--- src/rtl/toid_pkg.sv ---
// Constants shared by the turn-on input detector
package toid_pkg;
    // ****************************************
    // Clock and timing
    // ****************************************
    localparam int unsigned REF_CLK_MHZ = 125;
    localparam int unsigned PB_DEBOUNCE_TIME_US = 30;
    localparam int unsigned USB_DEBOUNCE_TIME_US = 20;
    localparam int unsigned FAULT_RESTART_DELAY_US = 20;
    localparam int unsigned LONG_PRESS_UNIT_MS = 1000;
    localparam logic [15:0] PB_DEBOUNCE_CYC = 16'(PB_DEBOUNCE_TIME_US * REF_CLK_MHZ);
    localparam logic [15:0] USB_DEBOUNCE_CYC = 16'(USB_DEBOUNCE_TIME_US * REF_CLK_MHZ);
    localparam logic [15:0] FAULT_RESTART_CYC = 16'(FAULT_RESTART_DELAY_US * REF_CLK_MHZ);
    localparam int unsigned LONG_PRESS_UNIT_CYC = LONG_PRESS_UNIT_MS * REF_CLK_MHZ * 1000;
    localparam logic [1:0] POR_SAMPLE_CYC = 2'h3;

    // ****************************************
    // Register map
    // ****************************************
    localparam int unsigned ADDR_W = 8;
    localparam logic [7:0] ADDR_CTRL = 8'h00;
    localparam logic [7:0] ADDR_PCTRL = 8'h04;
    localparam logic [7:0] ADDR_IRQ_STAT = 8'h08;
    localparam logic [7:0] ADDR_IRQ_MASK = 8'h0c;
    localparam logic [7:0] ADDR_CAUSE = 8'h10;
    localparam logic [7:0] ADDR_STATUS = 8'h14;
    localparam logic [7:0] ADDR_LOW_CFG = 8'h18;
    localparam logic [31:0] CTRL_RESET = 32'h0000_0000;
    localparam logic [31:0] PCTRL_RESET = 32'h0000_0000;
    localparam logic [7:0] IRQ_MASK_RESET = 8'h00;
    localparam logic [1:0] LOW_CFG_RESET = 2'h0;

    // Interrupt status bit positions
    localparam int unsigned IRQ_W = 8;
    localparam int unsigned IRQ_PB_FALL = 0;
    localparam int unsigned IRQ_PB_RISE = 1;
    localparam int unsigned IRQ_WAKE_FALL = 2;
    localparam int unsigned IRQ_WAKE_RISE = 3;
    localparam int unsigned IRQ_LOW_RISE = 4;
    localparam int unsigned IRQ_LOW_FALL = 5;
    localparam int unsigned IRQ_USB_RISE = 6;
    localparam int unsigned IRQ_USB_FALL = 7;

    // Turn-on cause bit positions
    localparam int unsigned CAUSE_W = 6;
    localparam int unsigned CAUSE_PB = 0;
    localparam int unsigned CAUSE_USB = 1;
    localparam int unsigned CAUSE_WAKE = 2;
    localparam int unsigned CAUSE_AUTO = 3;
    localparam int unsigned CAUSE_PB_POR = 4;
    localparam int unsigned CAUSE_USB_POR = 5;

    localparam int unsigned NUM_PCTRL = 3;
endpackage

--- src/rtl/toid_turn_on_input_detector.sv ---
// Turn-on input detector: pin conditioning, wake decisions, reset and interrupt pins
//
// Added by the designer: the strobed register port and the placing of the registers.
`timescale 1ns/1ns

// ****************************************
// Debounce filter
// ****************************************
module toid_debounce #(
    parameter logic [15:0] CYC = 16'h0004,
    parameter logic INIT = 1'b0
) (
    input wire logic ref_clk,
    input wire logic resetn,
    input wire logic sampleIn,
    output logic level,
    output logic rise,
    output logic fall
);
    logic [15:0] cnt_q;
    logic done;

    assign done = (sampleIn != level) && (cnt_q == CYC - 16'h0001);

    always_ff @(posedge ref_clk) begin
        if (!resetn) begin
            level <= INIT;
            cnt_q <= 16'h0000;
        end else if (sampleIn == level) begin
            cnt_q <= 16'h0000;
        end else if (done) begin
            level <= sampleIn;
            cnt_q <= 16'h0000;
        end else begin
            cnt_q <= cnt_q + 16'h0001;
        end
    end

    always_ff @(posedge ref_clk) begin
        if (!resetn) begin
            rise <= 1'b0;
            fall <= 1'b0;
        end else begin
            rise <= done && sampleIn;
            fall <= done && !sampleIn;
        end
    end
endmodule // toid_debounce

// ****************************************
// Top level
// ****************************************
module toid_turn_on_input_detector #(
    parameter int unsigned LONG_PRESS_UNIT = toid_pkg::LONG_PRESS_UNIT_CYC
) (
    input wire logic ref_clk,
    input wire logic resetn,
    input wire logic [toid_pkg::ADDR_W-1:0] regAddr,
    input wire logic [31:0] regWdata,
    input wire logic regWr,
    input wire logic regRd,
    output logic [31:0] regRdata,
    input wire logic pushbutton_in_n,
    input wire logic wake_pin_n,
    input wire logic usbPresent,
    input wire logic cmpAboveOkRise,
    input wire logic cmpAboveOkFall,
    input wire logic cmpAboveLowRise,
    input wire logic cmpAboveLowFall,
    input wire logic [toid_pkg::NUM_PCTRL-1:0] power_control_inputs,
    input wire logic shared_reset_line_n_in,
    output logic shared_reset_line_n_out,
    output logic shared_reset_line_n_oen,
    output logic irq_out_n_out,
    output logic irq_out_n_oen,
    input wire logic offState,
    input wire logic assertReset,
    input wire logic nvAutoOn,
    input wire logic [1:0] nvLongPressSel,
    input wire logic nvLongPressOffEn,
    input wire logic [1:0] nvSupplyOkRiseSel,
    input wire logic [1:0] nvSupplyOkHystSel,
    output logic [1:0] supply_ok_rise_sel,
    output logic [1:0] supply_ok_hyst_sel,
    output logic turnOnReq,
    output logic longPressOff,
    output logic supplyFaultOff,
    output logic apResetReq,
    output logic powerUpAllowed,
    output logic [toid_pkg::NUM_PCTRL-1:0] pwrCtrlActive
);
    import toid_pkg::*;

    // ****************************************
    // Input synchronisers
    // ****************************************
    localparam int unsigned NSYNC = 9 + NUM_PCTRL;
    localparam logic [NSYNC-1:0] SYNC_IDLE = {{NUM_PCTRL{1'b0}}, 9'h1e3};
    logic [NSYNC-1:0] syncA_q;
    logic [NSYNC-1:0] syncB_q;
    logic pbSync, wakeSync, usbSync, okRiseSync, okFallSync, lowRiseSync, lowFallSync;
    logic rstLineSync;
    logic [NUM_PCTRL-1:0] pctrlSync;

    always_ff @(posedge ref_clk) begin
        if (!resetn) begin
            syncA_q <= SYNC_IDLE;
            syncB_q <= SYNC_IDLE;
        end else begin
            syncA_q <= {power_control_inputs, shared_reset_line_n_in, 1'b0, cmpAboveLowFall,
                        cmpAboveLowRise, cmpAboveOkFall, cmpAboveOkRise, usbPresent,
                        wake_pin_n, pushbutton_in_n};
            syncB_q <= syncA_q;
        end
    end

    assign pbSync = syncB_q[0];
    assign wakeSync = syncB_q[1];
    assign usbSync = syncB_q[2];
    assign okRiseSync = syncB_q[3];
    assign okFallSync = syncB_q[4];
    assign lowRiseSync = syncB_q[5];
    assign lowFallSync = syncB_q[6];
    assign rstLineSync = syncB_q[8];
    assign pctrlSync = syncB_q[NSYNC-1:9];

    // ****************************************
    // Debounced push-button and USB presence
    // ****************************************
    logic pbLevel, pbRise, pbFall, usbLevel, usbRise, usbFall;

    toid_debounce #(.CYC(PB_DEBOUNCE_CYC), .INIT(1'b1)) uPbDeb (
        .ref_clk(ref_clk),
        .resetn(resetn),
        .sampleIn(pbSync),
        .level(pbLevel),
        .rise(pbRise),
        .fall(pbFall)
    );

    toid_debounce #(.CYC(USB_DEBOUNCE_CYC), .INIT(1'b0)) uUsbDeb (
        .ref_clk(ref_clk),
        .resetn(resetn),
        .sampleIn(usbSync),
        .level(usbLevel),
        .rise(usbRise),
        .fall(usbFall)
    );

    // ****************************************
    // Registers
    // ****************************************
    logic [31:0] ctrl_q;
    logic [31:0] pctrl_q;
    logic [IRQ_W-1:0] irqStat_q;
    logic [IRQ_W-1:0] irqMask_q;
    logic [1:0] lowCfg_q;
    logic [CAUSE_W-1:0] cause_q;
    logic [IRQ_W-1:0] irqEvent;
    logic wakePrev_q, lowRisePrev_q, lowFallPrev_q;
    logic restartHold;
    logic okLevel_q;

    always_ff @(posedge ref_clk) begin
        if (!resetn) begin
            ctrl_q <= CTRL_RESET;
            pctrl_q <= PCTRL_RESET;
            irqMask_q <= IRQ_MASK_RESET;
            lowCfg_q <= LOW_CFG_RESET;
        end else if (regWr) begin
            case (regAddr)
                ADDR_CTRL: ctrl_q <= {26'h0000000, regWdata[5:0]};
                ADDR_PCTRL: pctrl_q <= {8'h00, regWdata[23:8], 5'h00, regWdata[2:0]};
                ADDR_IRQ_MASK: irqMask_q <= regWdata[IRQ_W-1:0];
                ADDR_LOW_CFG: lowCfg_q <= regWdata[1:0];
                default: ;
            endcase
        end
    end

    always_ff @(posedge ref_clk) begin
        if (!resetn) begin
            wakePrev_q <= 1'b1;
            lowRisePrev_q <= 1'b1;
            lowFallPrev_q <= 1'b1;
        end else begin
            wakePrev_q <= wakeSync;
            lowRisePrev_q <= lowRiseSync;
            lowFallPrev_q <= lowFallSync;
        end
    end

    always_comb begin
        irqEvent = '0;
        irqEvent[IRQ_PB_FALL] = pbFall;
        irqEvent[IRQ_PB_RISE] = pbRise;
        irqEvent[IRQ_WAKE_FALL] = wakePrev_q && !wakeSync;
        irqEvent[IRQ_WAKE_RISE] = !wakePrev_q && wakeSync;
        irqEvent[IRQ_LOW_RISE] = lowCfg_q[0] && lowRisePrev_q && !lowRiseSync;
        irqEvent[IRQ_LOW_FALL] = lowCfg_q[1] && !lowFallPrev_q && lowFallSync;
        irqEvent[IRQ_USB_RISE] = usbRise;
        irqEvent[IRQ_USB_FALL] = usbFall;
    end

    // Write one to clear; a new event in the same cycle wins over the clear
    always_ff @(posedge ref_clk) begin
        if (!resetn) begin
            irqStat_q <= '0;
        end else if (regWr && regAddr == ADDR_IRQ_STAT) begin
            irqStat_q <= (irqStat_q & ~regWdata[IRQ_W-1:0]) | irqEvent;
        end else begin
            irqStat_q <= irqStat_q | irqEvent;
        end
    end

    always_ff @(posedge ref_clk) begin
        if (!resetn) begin
            regRdata <= 32'h0000_0000;
        end else if (regRd) begin
            case (regAddr)
                ADDR_CTRL: regRdata <= ctrl_q;
                ADDR_PCTRL: regRdata <= pctrl_q;
                ADDR_IRQ_STAT: regRdata <= {24'h000000, irqStat_q};
                ADDR_IRQ_MASK: regRdata <= {24'h000000, irqMask_q};
                ADDR_CAUSE: regRdata <= {26'h0000000, cause_q};
                ADDR_STATUS: regRdata <= {23'h000000, rstLineSync, restartHold,
                                          pwrCtrlActive, okLevel_q, wakeSync, usbLevel, pbLevel};
                ADDR_LOW_CFG: regRdata <= {30'h00000000, lowCfg_q};
                default: regRdata <= 32'h0000_0000;
            endcase
        end else begin
            regRdata <= 32'h0000_0000;
        end
    end

    // ****************************************
    // Open-drain interrupt and reset pins
    // ****************************************
    logic [2:0] driveHist_q;

    assign irq_out_n_out = 1'b0;
    assign irq_out_n_oen = ~(|(irqStat_q & irqMask_q));
    assign shared_reset_line_n_out = 1'b0;
    assign shared_reset_line_n_oen = ~assertReset;

    // The pin echo of our own drive takes the synchroniser delay to clear
    always_ff @(posedge ref_clk) begin
        if (!resetn) begin
            driveHist_q <= 3'h0;
            apResetReq <= 1'b0;
        end else begin
            driveHist_q <= {driveHist_q[1:0], assertReset};
            apResetReq <= !rstLineSync && !assertReset && driveHist_q == 3'h0;
        end
    end

    // ****************************************
    // Supply-ok monitoring and fault restart delay
    // ****************************************
    logic [15:0] restartCnt_q;

    assign restartHold = restartCnt_q != 16'h0000;
    assign powerUpAllowed = okLevel_q && !restartHold;

    always_ff @(posedge ref_clk) begin
        if (!resetn) begin
            supply_ok_rise_sel <= 2'h0;
            supply_ok_hyst_sel <= 2'h0;
        end else begin
            supply_ok_rise_sel <= nvSupplyOkRiseSel;
            supply_ok_hyst_sel <= nvSupplyOkHystSel;
        end
    end

    always_ff @(posedge ref_clk) begin
        if (!resetn) begin
            okLevel_q <= 1'b0;
            supplyFaultOff <= 1'b0;
            restartCnt_q <= 16'h0000;
        end else begin
            if (okRiseSync) begin
                okLevel_q <= 1'b1;
            end else if (!okFallSync) begin
                okLevel_q <= 1'b0;
            end
            supplyFaultOff <= okLevel_q && !okRiseSync && !okFallSync && !offState;
            if (okLevel_q && !okRiseSync && !okFallSync && !offState) begin
                restartCnt_q <= FAULT_RESTART_CYC;
            end else if (restartHold) begin
                restartCnt_q <= restartCnt_q - 16'h0001;
            end
        end
    end

    // ****************************************
    // Long press
    // ****************************************
    logic [31:0] unitCnt_q;
    logic [4:0] lpUnits_q;
    logic lpFired_q;
    logic [3:0] lpDur;

    assign lpDur = ctrl_q[4] ? ctrl_q[3:0] : {2'h0, nvLongPressSel};

    always_ff @(posedge ref_clk) begin
        if (!resetn) begin
            unitCnt_q <= 32'h0000_0000;
            lpUnits_q <= 5'h00;
            lpFired_q <= 1'b0;
            longPressOff <= 1'b0;
        end else if (pbLevel) begin
            unitCnt_q <= 32'h0000_0000;
            lpUnits_q <= 5'h00;
            lpFired_q <= 1'b0;
            longPressOff <= 1'b0;
        end else begin
            if (unitCnt_q == LONG_PRESS_UNIT - 1) begin
                unitCnt_q <= 32'h0000_0000;
                if (!lpFired_q) begin
                    lpUnits_q <= lpUnits_q + 5'h01;
                end
            end else begin
                unitCnt_q <= unitCnt_q + 32'h0000_0001;
            end
            longPressOff <= !lpFired_q && (ctrl_q[5] || nvLongPressOffEn)
                            && lpUnits_q == {1'b0, lpDur} + 5'h01;
            if (lpUnits_q == {1'b0, lpDur} + 5'h01) begin
                lpFired_q <= 1'b1;
            end
        end
    end

    // ****************************************
    // Power-control inputs
    // ****************************************
    genvar gi;
    generate
        for (gi = 0; gi < NUM_PCTRL; gi++) begin : gPctrl
            logic [7:0] dlyCnt_q;
            logic raw;
            assign raw = pctrlSync[gi] ^ pctrl_q[gi];
            always_ff @(posedge ref_clk) begin
                if (!resetn) begin
                    pwrCtrlActive[gi] <= 1'b0;
                    dlyCnt_q <= 8'h00;
                end else if (raw == pwrCtrlActive[gi]) begin
                    dlyCnt_q <= 8'h00;
                end else if (dlyCnt_q >= (raw ? pctrl_q[15:8] : pctrl_q[23:16])) begin
                    pwrCtrlActive[gi] <= raw;
                    dlyCnt_q <= 8'h00;
                end else begin
                    dlyCnt_q <= dlyCnt_q + 8'h01;
                end
            end
        end
    endgenerate

    // ****************************************
    // Turn-on decision and cause
    // ****************************************
    logic [1:0] porCnt_q;
    logic porSample;
    logic [CAUSE_W-1:0] onCause;

    // Synchronisers need their two edges before the power-on levels are valid
    assign porSample = porCnt_q == POR_SAMPLE_CYC - 2'h1;

    always_ff @(posedge ref_clk) begin
        if (!resetn) begin
            porCnt_q <= 2'h0;
        end else if (porCnt_q != POR_SAMPLE_CYC) begin
            porCnt_q <= porCnt_q + 2'h1;
        end
    end

    always_comb begin
        onCause = '0;
        if (porSample) begin
            onCause[CAUSE_PB_POR] = !pbSync;
            onCause[CAUSE_USB_POR] = usbSync;
            onCause[CAUSE_AUTO] = nvAutoOn;
            onCause[CAUSE_WAKE] = !wakeSync;
        end else if (offState) begin
            onCause[CAUSE_PB] = pbFall;
            onCause[CAUSE_USB] = usbRise;
            onCause[CAUSE_WAKE] = !wakeSync;
        end
    end

    always_ff @(posedge ref_clk) begin
        if (!resetn) begin
            turnOnReq <= 1'b0;
            cause_q <= '0;
        end else begin
            turnOnReq <= |onCause;
            if (|onCause) begin
                cause_q <= onCause;
            end
        end
    end
endmodule // toid_turn_on_input_detector

--- config.mk ---
export PLATFORM = sky130hd
export DESIGN_NAME = toid_turn_on_input_detector
export DESIGN_NICKNAME = d
export VERILOG_FILES = /design/src/rtl/toid_pkg.sv /design/src/rtl/toid_turn_on_input_detector.sv
export SDC_FILE = /design/constraint.sdc
export NUM_CORES = 1
export LEC_CHECK = 0
export ABC_AREA = 1
export CORE_MARGIN = 1
export CORE_UTILIZATION = 62
export DETAILED_ROUTE_END_ITERATION = 8
export DONT_BUFFER_PORTS = 1
export GPL_TIMING_DRIVEN = 0
export PLACE_DENSITY = 0.78
export SYNTH_ARGS = -nofsm -noshare
export SYNTH_HDL_FRONTEND = slang
export SYNTH_HIERARCHICAL = 1
export SYNTH_SLANG_ARGS = --single-unit
--- constraint.sdc ---
create_clock -name ref_clk -period 6.2 [get_ports ref_clk]
set_clock_uncertainty 0.2 [all_clocks]
set_input_delay 1.24 -clock ref_clk [delete_from_list [all_inputs] [get_ports ref_clk]]
set_output_delay 1.24 -clock ref_clk [all_outputs]
set_load 0.03 [all_outputs]
==> flow_summary.json <==
{
  "synth-seq-cells": 231,
  "port-buffer-count": 0,
  "worstPathArrival_ns": 2.03,
  "seq_area_um2": 4620,
  "routed_via_density": 5.34,
  "cp.buffers_inverters": 1,
  "synthSimpleGateAreaFrac_pct": 33.6,
  "holdWs_ns": 0.210,
  "drc": 0,
  "clockBufferDepth": 3,
  "die_height_um": 137,
  "required_ns": 4.76,
  "clk_pin_slew_ns": 0.06,
  "crit_top_cell": "nor2_1",
  "ir_drop_mv": 0.265,
  "clock_latency_ns": 0.52,
  "ant_nets": 0,
  "core_um2": 17500,
  "syn_to_final_growth_pct": 10.4,
  "worstPathCellList": "inv_1 -> ha_1 -> nand3_1 -> nor2_1 -> nand2_1 -> nor2_1",
  "powerDensity_nw_per_um2": 282,
  "min_from": "syncA_q[5]",
  "synthDistinctLibCells": 42,
  "crit_family": "simple AND/OR/NAND/NOR gates",
  "synthArstFlopShare_pct": 0,
  "cpPeakStageDelay_ns": 0.51,
  "yosys.area.top_type": "dfxtp_1",
  "antenna_found_initial": 1,
  "grt_max_degree": 15,
  "gp_congestion": 0.945,
  "holdPathStages": 1,
  "cap_violations": 0,
  "drt_iter0_markers": 660,
  "placementRows": 48,
  "final_common_cell": "nand2_1",
  "multi_input_area_um2": 5680,
  "totalNegativeSetupSlack_ns": 0,
  "start_util_pct": 64.2,
  "ys_top_cells_by_area": "dfxtp_1 41%, nand2_1 12%, nor2_1 8.0%, inv_1 6.1%, nand3_1 4.5%",
  "post-place-ws_ns": 3.29,
  "avgSynthCellArea_um2": 7.11,
  "fin_ws_ns": 2.73,
  "cts_setup_buffers": 0,
  "nFillCells": 1513,
  "r2r_start": "pctrl_q[2]",
  "period_needed_ns": 3.47,
  "vias": 9916,
  "synth_adder_area_share_pct": 4.12,
  "die_area_um2": 18600,
  "final_hold_viol_count": 0,
  "cts_sinks": 231,
  "synthMuxAreaShare_pct": 0,
  "wirelength_um": 26300,
  "ys_seq_area_share_pct": 41.2,
  "post-dp-hpwl_um": 19800,
  "dr.pass1.iters": 7,
  "period_share_pct": 55.9,
  "die_w_um": 137,
  "yosys.area_share.xor_xnor_pct": 4.59,
  "first_global_vias": 9132,
  "synth_top_area_share_pct": 41.2,
  "cts_htree_levels": 1,
  "grt_pass1_wl_um": 42600,
  "pin_count": 113,
  "p_leak_nw": 4.96,
  "drv_slew": 0,
  "crit_fanout": 6,
  "worst_pin_slew_ns": 1.09,
  "syn-instance-count": 1578,
  "rsz0062_at_grt": "false",
  "layout.nets": 1715,
  "synth_compound_area_share_pct": 7.92,
  "rrSetupSlack_ns": 3.49,
  "outcome": "complete, no violations",
  "startpoint": "restartCnt_q[0]",
  "grtUsageTotal_pct": 28.7,
  "hp-class": "flop to flop",
  "slew_headroom_pct": 27.1,
  "rr_worst_depth": 13,
  "drive_gt1_share_pct": 8.95,
  "critPathKind": "flop to primary output",
  "cts_tree": "built",
  "clock-root-buffer": "clkbuf_16",
  "hold_path_end": "syncB_q[5]",
  "syn-cell-area_um2": 11200,
  "cts_inserted_buffers": 24,
  "post_cts_resized": 0,
  "critPathLaunchType": "flop",
  "cp-end-kind": "primary output",
  "post_drt_wl_per_cell_um": 14.1,
  "synth_top_family_by_area": "simple AND/OR/NAND/NOR gates",
  "setup_viol": 0,
  "final_cell_mix": "373 x nand2_1, 239 x nor2_1, 231 x dfxtp_1",
  "max_clock_freq_mhz": 288,
  "synthFlopType": "dfxtp_1",
  "cts-hold-fix-buffers": 0,
  "r2r_end": "gPctrl[2].dlyCnt_q[7]",
  "grt_remaining_overflow": 0,
  "yosys_warnings": 6,
  "synth_edf_count": 0,
  "crit_slowest_cell": "nor2_1"
}
==> sequential cells by signal, indices dropped and copies added, names as in the netlist, 2 cells and up <==
signal	cells
unitCnt_q	32
gPctrl.dlyCnt_q	24
regRdata	24
pctrl_q	19
restartCnt_q	16
uPbDeb/cnt_q	16
uUsbDeb/cnt_q	16
syncA_q	11
syncB_q	11
irqMask_q	8
irqStat_q	8
cause_q	6
ctrl_q	6
lpUnits_q	5
driveHist_q	3
pwrCtrlActive	3
lowCfg_q	2
porCnt_q	2
supply_ok_hyst_sel	2
supply_ok_rise_sel	2
==> kinds of logic (layout without fill, tap and decap cells) <==
family	Yosys count	after routing
adders and majority gates	37	37
and+or+nand+nor	856	856
DFF	231	231
buffers and inverters	227	271
AOI/OAI and AO/OA	168	168
xor gates and xnor gates	58	58
other	1	11
==> power breakdown <==
group / internal (W) / switching (W) / total [W]
Clock: 0.000921 / 0.000599 / 0.00152
Sequential: 0.00153 / 0.0000472 / 0.00158
Combinational: 0.000142 / 0.000256 / 0.000399
==> metal layers <==
metal	global-route usage [%]	share of wire [%]	up-vias
li1	-	-	5060
met1	34.5	42	4474
met2	49.9	47	295
met3	4.33	5.6	87
met4	13.9	4.7	0
met5	0	0	-
==> per-stage QoR <==
| step | cell area (um2) | utilization (%) | power, W | cells |
|---|---|---|---|---|
| 2_1_floorplan | 11300 | - | 0.00192 | 1587 |
| 3_5_place_dp | 11500 | 66.0 | 0.00200 | 1812 |
| 5_1_grt | 12400 | 70.9 | 0.00364 | 1857 |
| 6_report | 12400 | 70.9 | 0.00350 | 1857 |
| 4_1_cts | 12400 | 70.9 | 0.00351 | 1856 |
| 3_3_place_gp | 11500 | 66.0 | 0.00199 | 1812 |
==> final cells by class <==
type,instances,share of cell area (%)
inverter,189,5.74
buffer,38,1.98
multi-input combinational,1129,45.8
antenna,1,0.0202
tap,225,2.27
clock buffer,31,5.63
sequential,231,37.3
clock inverter,13,1.23
==> synthesized netlist by cell type, types with 2 or more instances <==
master,count
a211oi_1,2
a21oi_1,83
a21oi_2,5
buf_1,2
buf_2,4
buf_4,11
buf_6,6
clkbuf_1,14
dfxtp_1,231
ha_1,37
inv_1,181
inv_2,7
nand2_1,373
nand2_2,12
nand2_4,2
nand3_1,100
nand3_2,3
nand3b_1,6
nand4_1,29
nor2_1,239
nor2_2,13
nor2_4,9
nor3_1,38
nor3_2,5
nor3b_1,2
o21a_1,3
o21ai_0,66
o21ai_1,3
o21bai_1,4
or2_2,21
xnor2_1,17
xor2_1,40
==> how the worst max path moves through the flow <==
stage | end | slack, ns | cells after the start
2_1_floorplan | shared_reset_line_n_oen | 3.34 | 1
3_3_place_gp | powerUpAllowed | 3.29 | 6
3_5_place_dp | powerUpAllowed | 3.29 | 6
4_1_cts | powerUpAllowed | 2.71 | 6
5_1_grt | powerUpAllowed | 2.64 | 6
6_report | powerUpAllowed | 2.73 | 6
Power figures use the tool's default switching activity.
